===== src/core/aie_cfg.svh =====
// Constants for the alarm indication encoder
// How it works
// - Fast 4 Hz blink for calibration-needed codes
// - Slow 1 Hz blink for codes 111 to 116
// - Steady LED for start-blocking fault codes
// - Relay off in blink, on with start/fault
// - Polarity option inverts every relay state
// - Fault flag on error, caution on warning until start
// - Error code in third word bits 0-9
// - Fault drives error level, thirteen levels
// - Codes 101/102/103 give 0.66/1.33/2.00 V
// - Codes 107, 108, 307-310 give 2.66 V
// - Codes 201 to 203 give 3.33 V
// - Codes 304 and 305 give 4.00 V
// - Codes 901, 913-918 give 4.66 V
// - Warnings toggle level and 10 V at 1 Hz
// - Start during warning holds level steady
// - Faults: steady level, LED on, relay on
// - Clear by request bit or supply dropout
// - Request bit clears only when released
// - Three-digit codes kept and reported
// - Supply low: standby, 0 V, standby flag
`ifndef AIE_CFG_SVH
`define AIE_CFG_SVH

// ----------------------------------------
// Register offsets
// ----------------------------------------
`define AIE_OFF_CTRL 8'h00
`define AIE_OFF_STAT 8'h04
`define AIE_OFF_ERRW 8'h08
`define AIE_OFF_AOUT 8'h0C

// ----------------------------------------
// Control fields and reset value
// ----------------------------------------
`define AIE_CTRL_INV 0
`define AIE_CTRL_START 1
`define AIE_CTRL_CLR 2
`define AIE_CTRL_RST 3'h0

// ----------------------------------------
// Timing
// ----------------------------------------
`define AIE_CLK_HZ 100000000
`define AIE_FAST_HALF_MS 125
`define AIE_FAST_HALF_CYC (`AIE_CLK_HZ / 1000 * `AIE_FAST_HALF_MS)

// ----------------------------------------
// Output levels in millivolts
// ----------------------------------------
`define AIE_MV_0V66 14'h0294
`define AIE_MV_1V33 14'h0532
`define AIE_MV_2V00 14'h07D0
`define AIE_MV_2V66 14'h0A64
`define AIE_MV_3V33 14'h0D02
`define AIE_MV_4V00 14'h0FA0
`define AIE_MV_4V66 14'h1234
`define AIE_MV_5V33 14'h14D2
`define AIE_MV_6V00 14'h1770
`define AIE_MV_6V66 14'h1A04
`define AIE_MV_7V33 14'h1CA2
`define AIE_MV_8V00 14'h1F40
`define AIE_MV_8V66 14'h21D4
`define AIE_MV_FULL 14'h2710

`endif


===== src/core/aie_pkg.sv =====
// Types of the alarm indication encoder
package aie_pkg;
  typedef enum logic [3:0] {
    AIE_IDLE = 4'b0001,
    AIE_FAST = 4'b0010,
    AIE_SLOW = 4'b0100,
    AIE_FAULT = 4'b1000
  } aie_state_e;

  typedef logic [13:0] aie_mv_t;

  typedef struct packed {
    aie_state_e cls;
    aie_mv_t lvl;
  } aie_dec_s;

  typedef struct packed {
    logic [12:0] rsvd;
    logic standby;
    logic caution;
    logic fault;
  } aie_stat_s;
endpackage


===== src/core/aie_top.sv =====
// Alarm indication encoder with AXI4-Lite register access
//
// Local design decisions: the AXI4-Lite register port and the placing of the registers.
`include "aie_cfg.svh"

module aie_top #(
  parameter int unsigned FAST_HALF_CYC = `AIE_FAST_HALF_CYC
) (
  input wire logic aclk,
  input wire logic aresetn,
  input wire logic [7:0] s_awaddr,
  input wire logic s_awvalid,
  output logic s_awready,
  input wire logic [31:0] s_wdata,
  input wire logic [3:0] s_wstrb,
  input wire logic s_wvalid,
  output logic s_wready,
  output logic [1:0] s_bresp,
  output logic s_bvalid,
  input wire logic s_bready,
  input wire logic [7:0] s_araddr,
  input wire logic s_arvalid,
  output logic s_arready,
  output logic [31:0] s_rdata,
  output logic [1:0] s_rresp,
  output logic s_rvalid,
  input wire logic s_rready,
  input wire logic err_valid,
  input wire logic [9:0] err_code,
  input wire logic [13:0] temp_mv,
  input wire logic supply_low,
  output logic alarm_led,
  output logic alarm_relay,
  output logic [13:0] aout_mv,
  output aie_pkg::aie_stat_s status_word,
  output logic [15:0] error_word
);

  // ----------------------------------------
  // Declarations
  // ----------------------------------------
  logic [2:0] ctrl_reg;
  logic clr_prev_reg;
  logic sup_meta_reg;
  logic sup_sync_reg;
  logic standby_reg;
  logic [23:0] div_reg;
  logic [2:0] phase_reg;
  aie_pkg::aie_state_e st_reg;
  logic [9:0] code_reg;
  aie_pkg::aie_mv_t lvl_reg;
  logic esc_reg;
  logic aw_got_reg;
  logic w_got_reg;
  logic [7:0] aw_addr_reg;
  logic [31:0] w_data_reg;
  logic [3:0] w_strb_reg;
  logic aw_fire;
  logic w_fire;
  logic ar_fire;
  logic do_write;
  logic [7:0] wr_addr;
  logic [31:0] wr_data;
  logic [3:0] wr_strb;
  logic aw_got_next;
  logic w_got_next;
  logic bvalid_next;
  logic rvalid_next;
  logic tick;
  logic clr_evt;
  logic warn;
  logic relay_def;
  logic led_next;
  aie_pkg::aie_mv_t aout_next;
  aie_pkg::aie_dec_s dec;

  // ----------------------------------------
  // Code decoder
  // ----------------------------------------
  function automatic aie_pkg::aie_dec_s decode(input logic [9:0] c);
    aie_pkg::aie_dec_s d;
    d.cls = aie_pkg::AIE_FAULT;
    d.lvl = `AIE_MV_4V66;
    case (c)
      10'h065: d.lvl = `AIE_MV_0V66;
      10'h066: d.lvl = `AIE_MV_1V33;
      10'h067: d.lvl = `AIE_MV_2V00;
      10'h06B, 10'h06C, 10'h133, 10'h134, 10'h135, 10'h136: begin
        d.lvl = `AIE_MV_2V66;
      end
      10'h0C9, 10'h0CA, 10'h0CB: d.lvl = `AIE_MV_3V33;
      10'h130, 10'h131: d.lvl = `AIE_MV_4V00;
      10'h068, 10'h069, 10'h06A, 10'h12E, 10'h12F: begin
        d.cls = aie_pkg::AIE_FAST;
        d.lvl = `AIE_MV_5V33;
      end
      10'h0D3: begin
        d.cls = aie_pkg::AIE_FAST;
        d.lvl = `AIE_MV_6V00;
      end
      10'h06F: begin
        d.cls = aie_pkg::AIE_SLOW;
        d.lvl = `AIE_MV_6V66;
      end
      10'h070: begin
        d.cls = aie_pkg::AIE_SLOW;
        d.lvl = `AIE_MV_7V33;
      end
      10'h071, 10'h072: begin
        d.cls = aie_pkg::AIE_SLOW;
        d.lvl = `AIE_MV_8V00;
      end
      10'h073, 10'h074: begin
        d.cls = aie_pkg::AIE_SLOW;
        d.lvl = `AIE_MV_8V66;
      end
      default: d.lvl = `AIE_MV_4V66;
    endcase
    return d;
  endfunction

  assign dec = decode(err_code);

  // ----------------------------------------
  // AXI4-Lite handshakes
  // ----------------------------------------
  assign aw_fire = s_awvalid & s_awready;
  assign w_fire = s_wvalid & s_wready;
  assign ar_fire = s_arvalid & s_arready;
  assign do_write = (aw_got_reg | aw_fire) & (w_got_reg | w_fire) & ~s_bvalid;
  assign wr_addr = aw_fire ? s_awaddr : aw_addr_reg;
  assign wr_data = w_fire ? s_wdata : w_data_reg;
  assign wr_strb = w_fire ? s_wstrb : w_strb_reg;
  assign aw_got_next = (aw_got_reg | aw_fire) & ~do_write;
  assign w_got_next = (w_got_reg | w_fire) & ~do_write;
  assign bvalid_next = do_write | (s_bvalid & ~s_bready);
  assign rvalid_next = ar_fire | (s_rvalid & ~s_rready);

  always_ff @(posedge aclk) begin
    if (!aresetn) begin
      aw_got_reg <= 1'b0;
      w_got_reg <= 1'b0;
      aw_addr_reg <= 8'h00;
      w_data_reg <= 32'h0000_0000;
      w_strb_reg <= 4'h0;
      s_awready <= 1'b0;
      s_wready <= 1'b0;
      s_bvalid <= 1'b0;
      s_bresp <= 2'h0;
    end else begin
      aw_got_reg <= aw_got_next;
      w_got_reg <= w_got_next;
      if (aw_fire) begin
        aw_addr_reg <= s_awaddr;
      end
      if (w_fire) begin
        w_data_reg <= s_wdata;
        w_strb_reg <= s_wstrb;
      end
      s_awready <= ~aw_got_next & ~bvalid_next;
      s_wready <= ~w_got_next & ~bvalid_next;
      s_bvalid <= bvalid_next;
      if (do_write) begin
        s_bresp <= (wr_addr[7:4] == 4'h0 && wr_addr[1:0] == 2'h0) ? 2'h0 : 2'h2;
      end
    end
  end

  always_ff @(posedge aclk) begin
    if (!aresetn) begin
      s_arready <= 1'b0;
      s_rvalid <= 1'b0;
      s_rdata <= 32'h0000_0000;
      s_rresp <= 2'h0;
    end else begin
      s_arready <= ~rvalid_next;
      s_rvalid <= rvalid_next;
      if (ar_fire) begin
        s_rresp <= 2'h0;
        case (s_araddr)
          `AIE_OFF_CTRL: s_rdata <= {29'h0, ctrl_reg};
          `AIE_OFF_STAT: s_rdata <= {12'h000, st_reg, status_word};
          `AIE_OFF_ERRW: s_rdata <= {16'h0000, error_word};
          `AIE_OFF_AOUT: s_rdata <= {18'h00000, aout_mv};
          default: begin
            s_rdata <= 32'h0000_0000;
            s_rresp <= 2'h2;
          end
        endcase
      end
    end
  end

  // ----------------------------------------
  // Control register
  // ----------------------------------------
  always_ff @(posedge aclk) begin
    if (!aresetn) begin
      ctrl_reg <= `AIE_CTRL_RST;
    end else if (do_write && wr_addr == `AIE_OFF_CTRL && wr_strb[0]) begin
      ctrl_reg <= wr_data[2:0];
    end
  end

  // ----------------------------------------
  // Supply sense and clear events
  // ----------------------------------------
  always_ff @(posedge aclk) begin
    if (!aresetn) begin
      sup_meta_reg <= 1'b0;
      sup_sync_reg <= 1'b0;
      standby_reg <= 1'b0;
      clr_prev_reg <= 1'b0;
    end else begin
      sup_meta_reg <= supply_low;
      sup_sync_reg <= sup_meta_reg;
      standby_reg <= sup_sync_reg;
      clr_prev_reg <= ctrl_reg[`AIE_CTRL_CLR];
    end
  end

  // Request bit acts on release; supply return acts too
  assign clr_evt = (clr_prev_reg & ~ctrl_reg[`AIE_CTRL_CLR])
                 | (standby_reg & ~sup_sync_reg);

  // ----------------------------------------
  // Blink divider
  // ----------------------------------------
  assign tick = (div_reg == 24'(FAST_HALF_CYC - 1));

  always_ff @(posedge aclk) begin
    if (!aresetn) begin
      div_reg <= 24'h000000;
      phase_reg <= 3'h0;
    end else if (tick) begin
      div_reg <= 24'h000000;
      phase_reg <= phase_reg + 3'h1;
    end else begin
      div_reg <= div_reg + 24'h000001;
    end
  end

  // ----------------------------------------
  // Error latch
  // ----------------------------------------
  always_ff @(posedge aclk) begin
    if (!aresetn) begin
      st_reg <= aie_pkg::AIE_IDLE;
      code_reg <= 10'h000;
      lvl_reg <= 14'h0000;
    end else if (err_valid && (st_reg == aie_pkg::AIE_IDLE || clr_evt)) begin
      st_reg <= dec.cls;
      code_reg <= err_code;
      lvl_reg <= dec.lvl;
    end else if (clr_evt) begin
      st_reg <= aie_pkg::AIE_IDLE;
      code_reg <= 10'h000;
    end
  end

  assign warn = (st_reg == aie_pkg::AIE_FAST) || (st_reg == aie_pkg::AIE_SLOW);

  always_ff @(posedge aclk) begin
    if (!aresetn) begin
      esc_reg <= 1'b0;
    end else if (clr_evt || st_reg == aie_pkg::AIE_IDLE) begin
      esc_reg <= 1'b0;
    end else if (warn && ctrl_reg[`AIE_CTRL_START]) begin
      esc_reg <= 1'b1;
    end
  end

  // ----------------------------------------
  // Indication mapping
  // ----------------------------------------
  always_comb begin
    led_next = 1'b0;
    relay_def = 1'b0;
    aout_next = temp_mv;
    case (st_reg)
      aie_pkg::AIE_IDLE: begin
        aout_next = temp_mv;
      end
      aie_pkg::AIE_FAST: begin
        led_next = esc_reg | phase_reg[0];
        relay_def = esc_reg;
        aout_next = (esc_reg || phase_reg[2]) ? lvl_reg : `AIE_MV_FULL;
      end
      aie_pkg::AIE_SLOW: begin
        led_next = esc_reg | phase_reg[2];
        relay_def = esc_reg;
        aout_next = (esc_reg || phase_reg[2]) ? lvl_reg : `AIE_MV_FULL;
      end
      aie_pkg::AIE_FAULT: begin
        led_next = 1'b1;
        relay_def = 1'b1;
        aout_next = lvl_reg;
      end
      default: begin
        led_next = 1'b0;
      end
    endcase
    if (standby_reg) begin
      aout_next = 14'h0000;
    end
  end

  always_ff @(posedge aclk) begin
    if (!aresetn) begin
      alarm_led <= 1'b0;
      alarm_relay <= 1'b0;
      aout_mv <= 14'h0000;
    end else begin
      alarm_led <= led_next;
      alarm_relay <= relay_def ^ ctrl_reg[`AIE_CTRL_INV];
      aout_mv <= aout_next;
    end
  end

  always_ff @(posedge aclk) begin
    if (!aresetn) begin
      status_word <= '0;
      error_word <= 16'h0000;
    end else begin
      status_word.fault <= (st_reg != aie_pkg::AIE_IDLE);
      status_word.caution <= warn & ~esc_reg;
      status_word.standby <= standby_reg;
      status_word.rsvd <= 13'h0000;
      error_word <= {6'h00, code_reg};
    end
  end
endmodule


===== config.mk =====
export PLATFORM = sky130hd
export DESIGN_NAME = aie_top
export DESIGN_NICKNAME = d
export VERILOG_FILES = /design/src/core/aie_pkg.sv /design/src/core/aie_top.sv
export VERILOG_INCLUDE_DIRS = /design/src /design/src/core
export SDC_FILE = /design/constraint.sdc
export NUM_CORES = 1
export LEC_CHECK = 0
export BUFFER_PORTS_ARGS = -buffer_cell sky130_fd_sc_hd__buf_2
export CAP_MARGIN = 20
export CORE_MARGIN = 8
export CORE_UTILIZATION = 52
export CTS_BUF_LIST = sky130_fd_sc_hd__clkbuf_16
export CTS_CLUSTER_DIAMETER = 150
export DETAILED_ROUTE_END_ITERATION = 8
export GPL_TIMING_DRIVEN = 0
export PLACE_DENSITY_LB_ADDON = 0.3
export SLEW_MARGIN = 30
export SYNTH_ARGS = -nofsm -noshare
export SYNTH_HDL_FRONTEND = slang
export SYNTH_SLANG_ARGS = --single-unit

===== constraint.sdc =====
create_clock -name aclk -period 2.78 [get_ports aclk]
set_input_delay 0.834 -clock aclk [delete_from_list [all_inputs] [get_ports aclk]]
set_output_delay 0.834 -clock aclk [all_outputs]
set_load 0.1 [all_outputs]

==> impl_results.md <==
* # nets final at 883
* RSZ-0062 raised after global routing: false
* Power Dens Cells at 670 nW/um2
* Post-Syn Area at 5790 um2
* VDD IR max at 394 uV
* Most common cell after layout, fill and taps aside: dfxtp_1
* Switching fraction of total power at a little under a third
* Internal power at 3320 uW
* Ys Warns at 0
* Async S/R FF share, synth at 0%
* Unique masters post-synth at 66
* Leakage power figure at around 0.0031 uW
* Sink Count at 129
* Critical Path RT at 3.08 ns
* Largest register FFs at 24
* Worst setup EP type: flip-flop
* Fin Clk Skew at about 0.0085 ns
* Final Total Pwr at 4790 uW
* Syn Area/Cell at 9.07 um2
* First-pass GRT wire length at 24.4 mm
* Setup CP Type: in -> reg
* Critical path startpoint category: input pin
* Drt via density at between 5 and 6
* Clk_lat worst skew at 0.42 ns
* EDFF count, synth at 0
* GRT overflow at 0
* Drt wl/cell at 16.4 um
* Post-CTS setup buffer count at 0
* Seq cells post-synth at 129
* Die extent in y at between 100 and 150 um
* CTS tree: done
* DRT Wirelength at 15.5 mm
* Cts repair resizes at 0
* Initial DRC Count at 375
* Fmax at 457 MHz
* Max-capacitance violation count at 0
* Most frequent cells in the layout: dfxtp_1, buf_2, nand2_1, nor2_1, buf_4
* Routed via count at 5010
* Hold Vio Cnt, Final at 0
* Comb pwr share at 17.5%
* Reg clk slew, reported paths at 0.05 ns
* Crit path arrival time at 2.49 ns
* H-tree depth at 4
* Starting Density at a little over half
* Hold WC Path Type: reg -> reg
* Seq/Total Area, Yosys at between 40 and 50%
* Tmin final at 2.19 ns
* IO Count at 174
* Filler Cell Count at 898
* Root Buffer: clkbuf_16
* Cells after synthesis at 639
* Final worst slack at 0.593 ns
* GRT Total Usage at about a fifth
* Clock power frac at about two fifths
* Final Max Slew Viols at 0
* Initial antenna violation count at 1
* Fin Setup TNS at 0 ns
* Share of layout cells above drive strength 1 at 23.9%
* Top_reg_cell synth: dfxtp_1
* Num CTS Buffers at 17
* Psw at 1470 uW
* Setup violators final at 0
* Port Buffers at 104
* Outcome: complete, no violations
* Worst-case clock buffer depth at 2
* Number of global-route vias before repair at around 4900
* Die area at 14800 um2
* Final cell count without fillers at 948
* Part of the power in registers at between 40% and 50%
* Std-Cell Core Area at 10800 um2
* Drt pass-1 iters at 5
* Cells after DPL at 917
* # rows at 38
* Die width at 122 um
* Antenna Nets Post-Route at 0
* Hold_buf cts at 0
* Register area at 2580 um2
* Area of the multi-input gates at ~2900 um2
* GPL Wtd Cong at ~0.86
* DRC at 0
* N_diodes at 0
* Crit path max fanout at 3
* Worst-Margin Slew at roughly 0.7 ns
* Slew headroom at a little over half
* Largest net degree at the start of global routing at 17
* DP Worst Slack at around 0.14 ns
* DP HPWL at around 12 mm
* Area Overhead vs Synth at 23.3%
* Final period utilization at 78.7%
==> per-stage QoR <==
step | utilization, % | instance area (um2) | hold slack, ns
3_3_place_gp | 61.0 | 6620 | 0.423
4_1_cts | 65.9 | 7140 | 0.445
5_1_grt | 65.9 | 7140 | 0.450
3_5_place_dp | 61.0 | 6620 | 0.430
6_report | 65.9 | 7140 | 0.444
2_1_floorplan | - | 5920 | 0.412
==> worst paths after layout <==
path         slack (ns)                    start  cells after the start                  endpoint
max                0.59              s_awaddr[6]                      6  ctrl_reg[2]$_SDFFE_PN0P_
min                0.44  sup_meta_reg$_SDFF_PN0_                      1   sup_sync_reg$_SDFF_PN0_
max reg2reg        0.62    div_reg[0]$_SDFF_PP0_                      7    div_reg[19]$_SDFF_PP0_
min reg2reg        0.44  sup_meta_reg$_SDFF_PN0_                      1   sup_sync_reg$_SDFF_PN0_
==> per-layer routing <==
metal	vias to the layer above	track usage [%]	part of all wire, %	wire length (um)
met4	2	6.71	1.5	236
met3	23	6.94	6.3	986
met5	-	0	0.051	8
met1	2370	23.5	41	6380
met2	152	36.1	51	7920
li1	2463	-	-	-
==> final cells by class <==
class                   instances  area share [%]
repair buffers                104            7.29
plain buffers                  68            5.62
multi-input cells             467            40.6
inverters                       9           0.473
well taps                     140            2.45
clock inverters                14            1.42
clock buffers                  17            5.96
flip-flops and latches        129            36.2
==> kinds of logic (layout without fill, tap and decap cells) <==
logic type / after synthesis / in the layout / share of synthesized area (%)
compound gates: 110 / 110 / 13.2
xor+xnor: 25 / 25 / 3.91
fa+ha+maj: 2 / 2 / 0.432
buf+inv: 77 / 212 / 7.52
flops: 129 / 129 / 44.6
mux: 21 / 21 / 4.34
other cells: 1 / 35 / 0.0647
simple gates: 274 / 274 / 25.9
==> power by group through the flow <==
stage	registers (uW)	clock network, uW	logic, uW
after floorplan	2220	0	470
after global placement	2010	0	822
after CTS	1980	1990	835
after detailed placement	2010	0	832
final	1980	1970	840
after global routing	1980	2070	887
==> synthesized netlist by cell type, drive strengths merged, types with 16 or more instances <==
master	count	area share, %
nand3	26	2.2
a21boi	25	3.2
nor2	54	3.8
xor2	16	2.5
nand2	60	3.9
a22oi	20	2.6
and2	31	3.3
o21ai	24	2.1
buf	42	5.2
clkbuf	26	1.7
dfxtp	129	45
nor2b	26	2.8
==> critical path: stages <==
cell     delay, ns
buf_2         0.10
or4_1         0.50
nor4_1        0.17
o21ai_0       0.20
nor3_2        0.30
mux2_2        0.38
Note: power is estimated with default switching activity, not from simulation.
